--- src/hdl/lmp_pkg.sv ---
// Purpose: shared constants and types of the ladder math and pwm unit
// Assumes: 25 MHz system clock
// Notes: the 1 ms tick count is exposed as a top-level parameter
package lmp_pkg;
    localparam int unsigned CLK_HZ = 25_000_000;
    localparam int unsigned TICK_SHORT_US = 100;
    localparam int unsigned TICK_LONG_US = 1000;
    localparam int unsigned TICK_SHORT_CYC = TICK_SHORT_US * (CLK_HZ / 1_000_000);
    localparam int unsigned TICK_LONG_CYC = TICK_LONG_US * (CLK_HZ / 1_000_000);
    localparam int unsigned PWM_CNT_W = 15;
    localparam logic [14:0] PWM_CNT_MIN = 15'h0001;
    localparam logic [14:0] PWM_CNT_MAX = 15'h7FFF;
    localparam logic [31:0] FP_ZERO_KEY = 32'h8000_0000;
    localparam logic [7:0] FP_EXP_MAX = 8'hFF;

    typedef enum logic [2:0] {
        OP_PWM = 3'b000,
        OP_ABS = 3'b001,
        OP_POW = 3'b010,
        OP_FCMP = 3'b011,
        OP_FZCP = 3'b100,
        OP_FADD = 3'b101,
        OP_FSUB = 3'b110
    } lmp_op_t;

    typedef enum logic [1:0] {
        RK_WORD = 2'b00,
        RK_DWORD = 2'b01,
        RK_BITS = 2'b10
    } lmp_kind_t;

    typedef enum logic [1:0] {
        ST_IDLE = 2'b00,
        ST_POW = 2'b01
    } lmp_state_t;
endpackage

--- src/hdl/lmp_pwm_chan.sv ---
// Purpose: one pwm channel counting shared sampling ticks
// Assumes: tick_i is a one-cycle enable pulse
// Notes: width above period simply holds the output high
module lmp_pwm_chan
    import lmp_pkg::*;
(
    input wire logic mclk_i,
    input wire logic sys_rst_i,
    input wire logic tick_i,
    input wire logic run_i,
    input wire logic [14:0] width_i,
    input wire logic [14:0] period_i,
    output logic pwm_o
);
    logic [14:0] cnt;
    logic run_q;

    always_ff @(posedge mclk_i or posedge sys_rst_i) begin
        if (sys_rst_i) begin
            run_q <= 1'b0;
        end else begin
            run_q <= run_i;
        end
    end

    // restart the period whenever the channel is (re)enabled
    always_ff @(posedge mclk_i or posedge sys_rst_i) begin
        if (sys_rst_i) begin
            cnt <= 15'h0000;
        end else if (run_i && !run_q) begin
            cnt <= 15'h0000;
        end else if (run_i && tick_i) begin
            if ({1'b0, cnt} + 16'h0001 >= {1'b0, period_i}) begin
                cnt <= 15'h0000;
            end else begin
                cnt <= cnt + 15'h0001;
            end
        end
    end

    always_ff @(posedge mclk_i or posedge sys_rst_i) begin
        if (sys_rst_i) begin
            pwm_o <= 1'b0;
        end else begin
            pwm_o <= run_i && (cnt < width_i);
        end
    end
endmodule // lmp_pwm_chan

--- src/hdl/lmp_unit.sv ---
// Purpose: execution datapath for pwm, abs, pow and float compare/zone/add/sub
// Assumes: sequencer presents one instruction per scan step with its condition
// Notes: float operands are raw 32-bit patterns; add and subtract flush denormals to zero
//
// Operation
// - pwm width and period are tick counts, each 1 through 32767.
// - one sampling tick, 100 us or 1 ms, shared by both pwm channels.
// - pwm drives only one of exactly two dedicated outputs.
// - pwm runs only while its input condition stays active.
// - abs negates a negative operand in place; positive stays unchanged.
// - pow raises signed first source to signed second source power.
// - float operations are 32-bit only, two words per operand.
// - immediate float operands are used as raw bit patterns, unconverted.
// - compare sets bit0 if s2<s1, bit1 if equal, bit2 if s2>s1.
// - compare result bits hold after the condition drops.
// - zone compare: bit0 below, bit1 within, bit2 above the bounds.
// - zone lower bound above upper bound clears all three bits.
// - zone result bits hold after the condition drops.
// - float add sums both sources into the destination pair.
// - destination may equal a source; accumulation repeats every scan.
// - float subtract computes first minus second source.
module lmp_unit
    import lmp_pkg::*;
#(
    parameter int unsigned INT_W = 16,
    parameter int unsigned TICK_LONG_CYCLES = TICK_LONG_CYC
) (
    input wire logic mclk_i,
    input wire logic sys_rst_i,
    input wire logic instr_valid_i,
    input wire logic [2:0] opcode_i,
    input wire logic cond_i,
    input wire logic [31:0] first_source_operand_i,
    input wire logic [31:0] second_source_operand_i,
    input wire logic [31:0] test_operand_i,
    input wire logic [15:0] dst_addr_i,
    input wire logic pwm_chan_i,
    input wire logic pwm_sample_period_select_i,
    output logic ready_o,
    output logic res_valid_o,
    output logic [1:0] res_kind_o,
    output logic [15:0] res_addr_o,
    output logic [31:0] res_data_o,
    output logic pwm_output_a_o,
    output logic pwm_output_b_o
);
    generate
        if (INT_W != 16 && INT_W != 32) begin : g_bad_w
            $error("INT_W must be 16 or 32");
        end
        if (TICK_LONG_CYCLES < 2 || TICK_LONG_CYCLES > 32'h00FF_FFFF) begin : g_bad_t
            $error("TICK_LONG_CYCLES out of range");
        end
    endgenerate

    // order key: unsigned compare of keys matches float order, +0 equals -0
    function automatic logic [31:0] fp_key(input logic [31:0] a);
        if (a[30:0] == 31'h0) begin
            return FP_ZERO_KEY;
        end
        return a[31] ? ~a : {1'b1, a[30:0]};
    endfunction

    // single precision add, round to nearest even, denormals flushed
    function automatic logic [31:0] fp_add(input logic [31:0] a, input logic [31:0] b);
        logic [31:0] x;
        logic [31:0] y;
        logic [7:0] d;
        logic [26:0] mx;
        logic [26:0] my;
        logic [53:0] sh;
        logic [27:0] s;
        logic [8:0] e;
        logic [24:0] m;
        logic rnd;
        x = (a[30:0] >= b[30:0]) ? a : b;
        y = (a[30:0] >= b[30:0]) ? b : a;
        if (x[30:23] == FP_EXP_MAX) begin
            return x;
        end
        if (x[30:23] == 8'h00) begin
            return {x[31] & y[31], 31'h0};
        end
        if (y[30:23] == 8'h00) begin
            return x;
        end
        d = x[30:23] - y[30:23];
        mx = {1'b1, x[22:0], 3'b000};
        my = {1'b1, y[22:0], 3'b000};
        sh = {my, 27'h0} >> ((d > 8'd27) ? 8'd27 : d);
        my = sh[53:27] | {26'h0, |sh[26:0]};
        s = (x[31] == y[31]) ? ({1'b0, mx} + {1'b0, my}) : ({1'b0, mx} - {1'b0, my});
        if (s == 28'h0) begin
            return 32'h0000_0000;
        end
        e = {1'b0, x[30:23]};
        if (s[27]) begin
            s = {1'b0, s[27:2], s[1] | s[0]};
            e = e + 9'h001;
        end
        for (int i = 0; i < 26; i++) begin
            if (!s[26] && e > 9'h001) begin
                s = {s[26:0], 1'b0};
                e = e - 9'h001;
            end
        end
        if (!s[26]) begin
            return {x[31], 31'h0};
        end
        rnd = s[2] & (s[1] | s[0] | s[3]);
        m = {1'b0, s[26:3]} + {24'h0, rnd};
        if (m[24]) begin
            m = {1'b0, m[24:1]};
            e = e + 9'h001;
        end
        if (e >= {1'b0, FP_EXP_MAX}) begin
            return {x[31], FP_EXP_MAX, 23'h0};
        end
        return {x[31], e[7:0], m[22:0]};
    endfunction

    lmp_state_t state;
    logic [INT_W-1:0] pow_res;
    logic [INT_W-1:0] pow_base;
    logic [INT_W-1:0] pow_exp;
    logic [15:0] pow_addr;
    logic [INT_W-1:0] s1_int;
    logic [INT_W-1:0] s2_int;
    logic take;
    logic [31:0] key1;
    logic [31:0] key2;
    logic [31:0] keyt;
    logic [31:0] next_sum;
    logic [1:0] int_kind;
    logic [23:0] tick_cnt;
    logic [23:0] tick_lim;
    logic tick;
    logic [1:0] pwm_run;
    logic [14:0] pwm_width [2];
    logic [14:0] pwm_period [2];
    logic [1:0] pwm_out;
    logic pwm_ok;

    assign ready_o = (state == ST_IDLE);
    assign take = instr_valid_i && ready_o;
    assign s1_int = first_source_operand_i[INT_W-1:0];
    assign s2_int = second_source_operand_i[INT_W-1:0];
    assign int_kind = (INT_W == 32) ? RK_DWORD : RK_WORD;
    // raw patterns, never converted from integer form
    assign key1 = fp_key(first_source_operand_i);
    assign key2 = fp_key(second_source_operand_i);
    assign keyt = fp_key(test_operand_i);
    // subtract reuses the adder with the second sign flipped
    assign next_sum = fp_add(first_source_operand_i,
        {second_source_operand_i[31] ^ (opcode_i == OP_FSUB),
         second_source_operand_i[30:0]});
    assign pwm_ok = first_source_operand_i[31:15] == 17'h0
        && second_source_operand_i[31:15] == 17'h0
        && first_source_operand_i[14:0] >= PWM_CNT_MIN
        && second_source_operand_i[14:0] >= PWM_CNT_MIN;

    // shared sampling tick; counter restarts at the shorter limit if it overshoots
    assign tick_lim = pwm_sample_period_select_i ? 24'(TICK_LONG_CYCLES)
        : 24'(TICK_SHORT_CYC);
    assign tick = (tick_cnt >= tick_lim - 24'h000001);

    always_ff @(posedge mclk_i or posedge sys_rst_i) begin
        if (sys_rst_i) begin
            tick_cnt <= 24'h000000;
        end else if (tick) begin
            tick_cnt <= 24'h000000;
        end else begin
            tick_cnt <= tick_cnt + 24'h000001;
        end
    end

    // pwm state is loaded every scan; out-of-range counts are ignored
    always_ff @(posedge mclk_i or posedge sys_rst_i) begin
        if (sys_rst_i) begin
            pwm_run <= 2'b00;
            pwm_width[0] <= PWM_CNT_MIN;
            pwm_width[1] <= PWM_CNT_MIN;
            pwm_period[0] <= PWM_CNT_MIN;
            pwm_period[1] <= PWM_CNT_MIN;
        end else if (take && opcode_i == OP_PWM) begin
            if (!cond_i) begin
                pwm_run[pwm_chan_i] <= 1'b0;
            end else if (pwm_ok) begin
                pwm_run[pwm_chan_i] <= 1'b1;
                pwm_width[pwm_chan_i] <= first_source_operand_i[14:0];
                pwm_period[pwm_chan_i] <= second_source_operand_i[14:0];
            end
        end
    end

    generate
        for (genvar c = 0; c < 2; c++) begin : g_pwm
            lmp_pwm_chan u_chan (
                .mclk_i(mclk_i),
                .sys_rst_i(sys_rst_i),
                .tick_i(tick),
                .run_i(pwm_run[c]),
                .width_i(pwm_width[c]),
                .period_i(pwm_period[c]),
                .pwm_o(pwm_out[c])
            );
        end
    endgenerate

    assign pwm_output_a_o = pwm_out[0];
    assign pwm_output_b_o = pwm_out[1];

    // pow: square-and-multiply, one exponent bit per cycle
    always_ff @(posedge mclk_i or posedge sys_rst_i) begin
        if (sys_rst_i) begin
            state <= ST_IDLE;
            pow_res <= '0;
            pow_base <= '0;
            pow_exp <= '0;
            pow_addr <= 16'h0000;
        end else begin
            unique case (state)
                ST_IDLE: begin
                    if (take && cond_i && opcode_i == OP_POW && !s2_int[INT_W-1]) begin
                        state <= ST_POW;
                        pow_res <= INT_W'(1);
                        pow_base <= s1_int;
                        pow_exp <= s2_int;
                        pow_addr <= dst_addr_i;
                    end
                end
                ST_POW: begin
                    if (pow_exp == '0) begin
                        state <= ST_IDLE;
                    end else begin
                        if (pow_exp[0]) begin
                            pow_res <= INT_W'(pow_res * pow_base);
                        end
                        pow_base <= INT_W'(pow_base * pow_base);
                        pow_exp <= pow_exp >> 1;
                    end
                end
            endcase
        end
    end

    // one result per accepted abs, pow or float instruction; condition low writes nothing
    always_ff @(posedge mclk_i or posedge sys_rst_i) begin
        if (sys_rst_i) begin
            res_valid_o <= 1'b0;
            res_kind_o <= RK_WORD;
            res_addr_o <= 16'h0000;
            res_data_o <= 32'h0000_0000;
        end else begin
            res_valid_o <= 1'b0;
            if (state == ST_POW && pow_exp == '0) begin
                res_valid_o <= 1'b1;
                res_kind_o <= int_kind;
                res_addr_o <= pow_addr;
                res_data_o <= 32'(signed'(pow_res));
            end else if (take && cond_i) begin
                res_addr_o <= dst_addr_i;
                unique case (opcode_i)
                    OP_ABS: begin
                        res_valid_o <= 1'b1;
                        res_kind_o <= int_kind;
                        res_data_o <= 32'(signed'(s1_int[INT_W-1] ? -s1_int : s1_int));
                    end
                    OP_POW: begin
                        // negative exponent: only a base of +1 or -1 survives
                        if (s2_int[INT_W-1]) begin
                            res_valid_o <= 1'b1;
                            res_kind_o <= int_kind;
                            if (s1_int == INT_W'(1)) begin
                                res_data_o <= 32'h0000_0001;
                            end else if (s1_int == '1) begin
                                res_data_o <= s2_int[0] ? 32'hFFFF_FFFF : 32'h0000_0001;
                            end else begin
                                res_data_o <= 32'h0000_0000;
                            end
                        end
                    end
                    OP_FCMP: begin
                        res_valid_o <= 1'b1;
                        res_kind_o <= RK_BITS;
                        res_data_o <= {29'h0, key2 > key1, key2 == key1, key2 < key1};
                    end
                    OP_FZCP: begin
                        res_valid_o <= 1'b1;
                        res_kind_o <= RK_BITS;
                        if (key1 > key2) begin
                            res_data_o <= 32'h0000_0000;
                        end else begin
                            res_data_o <= {29'h0, keyt > key2,
                                keyt >= key1 && keyt <= key2, keyt < key1};
                        end
                    end
                    OP_FADD, OP_FSUB: begin
                        res_valid_o <= 1'b1;
                        res_kind_o <= RK_DWORD;
                        res_data_o <= next_sum;
                    end
                    default: begin
                        res_valid_o <= 1'b0;
                    end
                endcase
            end
        end
    end
endmodule // lmp_unit

--- config.mk ---
export PLATFORM = sky130hd
export DESIGN_NAME = lmp_unit
export DESIGN_NICKNAME = d
export VERILOG_FILES = /design/src/hdl/lmp_pkg.sv /design/src/hdl/lmp_pwm_chan.sv /design/src/hdl/lmp_unit.sv
export SDC_FILE = /design/constraint.sdc
export NUM_CORES = 2
export LEC_CHECK = 0
export BUFFER_PORTS_ARGS = -buffer_cell sky130_fd_sc_hd__buf_2
export CAP_MARGIN = 10
export CORE_ASPECT_RATIO = 1.5
export CORE_UTILIZATION = 40
export CTS_BUF_LIST = sky130_fd_sc_hd__clkbuf_4 sky130_fd_sc_hd__clkbuf_8 sky130_fd_sc_hd__clkbuf_16
export DETAILED_ROUTE_END_ITERATION = 16
export SYNTH_ARGS = -nofsm -noshare
export SYNTH_HDL_FRONTEND = slang
export SYNTH_SLANG_ARGS = --single-unit
--- constraint.sdc ---
create_clock -name mclk_i -period 7.7 [get_ports mclk_i]
set_input_delay 1.155 -clock mclk_i [delete_from_list [all_inputs] [get_ports mclk_i]]
set_output_delay 1.155 -clock mclk_i [all_outputs]
set_load 0.02 [all_outputs]
==> parameters.txt <==
Parameter                              Value

Critical path
  Gate family responsible for the most delay along the worst path    compound AO/OA/AOI/OAI gates
  Crit path buf inv count    42
  Required @ worst endpoint    8.16 ns
  Most used cell, CP    buf_4
  FF-to-FF setup slack    1.69 ns
  Critical path launch point type    primary input
  Crit path max fanout    10
  Arrival time of data at the critical path endpoint    37.35 ns
  CP max stage delay    0.60 ns
  Highest-delay cell along the critical path    a2111oi_4
  Kind of capture point of the worst setup path    register
  Critical Setup Path Class    in -> reg

Place
  Number of instances in the placed design    10930
  Port Buf Inserts    174
  RePlAce Congestion    1.024
  Cell area reported after detailed placement    70930 um^2
  Estimated wirelength of the detail-placed design    174.4 mm
  Placement Setup Slack    -30.99 ns

Floorplan
  Width of the chip    301.3 um
  Overall die area    135900 um^2
  Placeable core region    133200 um^2
  Die span in y    450.9 um
  Std cell rows    164
  IO Pins    175
  Initial cell density of the core    40.36%

Drt
  Average via count per standard cell    5.669
  Number of DRC markers in iteration 0    3473
  Antenna Nets Post-Route    0
  Wirelength, routed    213.5 mm
  Post-route DRC violation count    8
  First-pass DRT Iterations    13
  Via Count    62950
  Final routed wire length divided by cell count    19.23 um

Timing
  Max frequency    27.11 MHz
  Final number of max-transition violations    0
  Unrepaired setup endpoints after global routing    true
  Minimum setup slack in the final design    -29.19 ns
  Crit share post-route    479.1%
  Final setup violation count    32
  Worst-case headroom to the max-slew limit    17.90%
  Hold Slack    0.4590 ns
  Post-layout min period    36.89 ns
  Slew of the pin with the lowest slew margin    1.223 ns
  Final Hold Violating Endpoints    0
  Worst Clk Skew    0.04789 ns
  Aggregate negative setup slack    -902.79 ns

Clock network
  Hold bufs inserted after CTS    0
  Root buffer cell    clkbuf_16
  Clock tree sinks    236
  TritonCTS clock tree    yes
  Number of buffers between clock root and the deepest sink    3
  Total CTS buffers    22
  Clock transition at the registers of the reported paths    0.07 ns
  Number of H-tree levels    1
  Clock insertion delay at the later pin of the skew report    0.59 ns

Final layout
  Fraction of layout instances using a drive strength above 1    32.76%
  Area growth, synth to finish    37.96%
  Layout net count    10010
  Final standard cell area without fillers    74150 um^2
  Post-route non-filler standard cell count    11100
  Core utilization of the finished layout    55.68%

Logic synthesis
  Most common flop cell mapped by yosys    dfrtp_1
  Share of synthesized flip-flops with an asynchronous set or reset    100.0%
  Mapped cell area    53750 um^2
  Count of different cell masters after synthesis    186
  Sequential fraction of the synthesis area    11.00%
  Flops & latches, synth    236
  Warning count from the yosys run    0
  Syn avg cell area    7.271 um^2
  Number of instances in the synthesized netlist    7392
  Number of enable-type register cells in the synthesized netlist    0

Global routing
  Grt ovf    0
  Largest net degree at the start of global routing    99
  First-pass GRT wire length    337.7 mm
  Total GRT Usage    30.70%
  Via count of the first global-routing pass    64000
  Number of antenna violations at the first check in global routing    7

Power and ir drop
  Power after layout    40.73 mW
  Leakage power    35.26 nW
  Ratio of total power to cell area    549.4 nW/um^2
  Maximum resistive drop on vdd    1.099 mV

Run status
  Run status    finished with violations
  Violations in the final reports    design-rule violations, negative setup slack

Worst hold path
  Class of the tightest hold or removal check    reg -> reg

Run
  MaxCap Viol Count    0
-- report_power, final --
group,internal [mW],switching [mW],total [mW]
clock network,0.744,0.536,1.28
registers,1.50,0.417,1.91
logic,18.2,19.4,37.5
-- logic make-up (layout without fill, tap and decap cells) --
group / count (synthesis) / in the layout / synth area share (%)
and+or+nand+nor: 2787 / 2787 / 25.39
DFF: 236 / 236 / 11.00
other: 1 / 13 / 0.006977
xor gates and xnor gates: 397 / 397 / 6.691
muxes: 406 / 406 / 7.946
AOI/OAI and AO/OA: 2092 / 2092 / 26.62
buffers and inverters: 927 / 2884 / 7.543
adders and majority gates: 546 / 546 / 14.81
-- worst paths after layout --
kind	startpoint	cells after the start	to
worst max register to register	pow_base[6]	26	pow_base[15]
max in group asynchronous	sys_rst_i	3	pwm_period[27]
worst min register to register	register	0	g_pwm[1].u_chan.run_q
min in group asynchronous	sys_rst_i	2	tick_cnt[1]
worst max-delay path	second_source_operand_i[14]	199	res_data_o[8]
worst min-delay path	register	0	g_pwm[1].u_chan.run_q
-- synth_stat cells (all sizes together), types with 44 or more instances --
cell type,instances,area [um^2]
nor2,676,2555
or2,44,277.8
o31ai,58,516.8
nor2b,56,352.8
buf,158,1117
fa,150,3003
o211ai,69,546.8
xor2,135,1197
clkbuf,242,928.4
o21ai,547,2794
xnor2,261,2376
nand2,980,3696
nand2b,107,674.4
nor4,82,589.3
and3,82,520.5
mux2i,307,3133
ha,396,4955
a211oi,71,578.1
o21a,52,399.1
nand4,106,724.4
a31oi,99,714.4
a21o,77,580.6
inv,518,1944
nand3,179,965.9
a21oi,569,2998
nor3,116,631.9
o22ai,46,320.3
and2,154,970.9
mux2,99,1137
or3,53,346.6
dfrtp,232,5806
-- state kept, by name (all words and copies together), names as in the netlist, 24 cells and up, named ones only --
name              flops
g_pwm.u_chan.cnt     30
tick_cnt             24
pwm_period           30
res_data_o           32
pwm_width            30
-- metal layers --
layer  global-route usage [%]  part of all wire [%]  vias to the layer above
li1                         -                     -                    30310
met1                    31.68                    36                    29970
met2                    57.00                    51                     1897
met3                    3.531                   4.6                      770
met4                    21.43                   7.8                        4
met5                        0                 0.013                        -
-- cell usage in the layout (no fill, tap or decap), types with 55 or more instances in the layout --
cell type and count:
nand3_1 154, and2_1 147, fa_1 149, nand2_1 968
o21ai_1 63, nand2b_1 102, mux2i_1 291, buf_2 173
buf_4 2113, mux2_2 88, xnor2_1 230, and3_1 75
a21oi_1 513, a21o_1 75, nor3_1 100, ha_1 342
dfrtp_1 232, nand4_1 99, nor2b_1 55, o21ai_0 453
nor4_1 70, o211ai_1 65, xor2_1 131, a31oi_1 83
inv_1 481, nor2_1 647
-- timing repair --
| action | 4_1_cts | 5_1_grt |
|---|---|---|
| setup endpoints to repair | 32 | 32 |
| resized for setup | 203 | 78 |
| pin swaps | 153 | 52 |
| buffers inserted | 108 | 29 |
-- final cells by class --
| class | count | area, um^2 |
|---|---|---|
| repair buffers | 2320 | 17150 |
| diodes | 5 | 12.51 |
| flip-flops and latches | 236 | 5911 |
| clock inverters | 10 | 186.4 |
| inverters | 524 | 2004 |
| clock buffers | 30 | 629.4 |
| well taps | 1743 | 2181 |
| fillers | 12700 | 59030 |
| multi-input cells | 6236 | 46070 |
(Power assumes the default switching activity.)
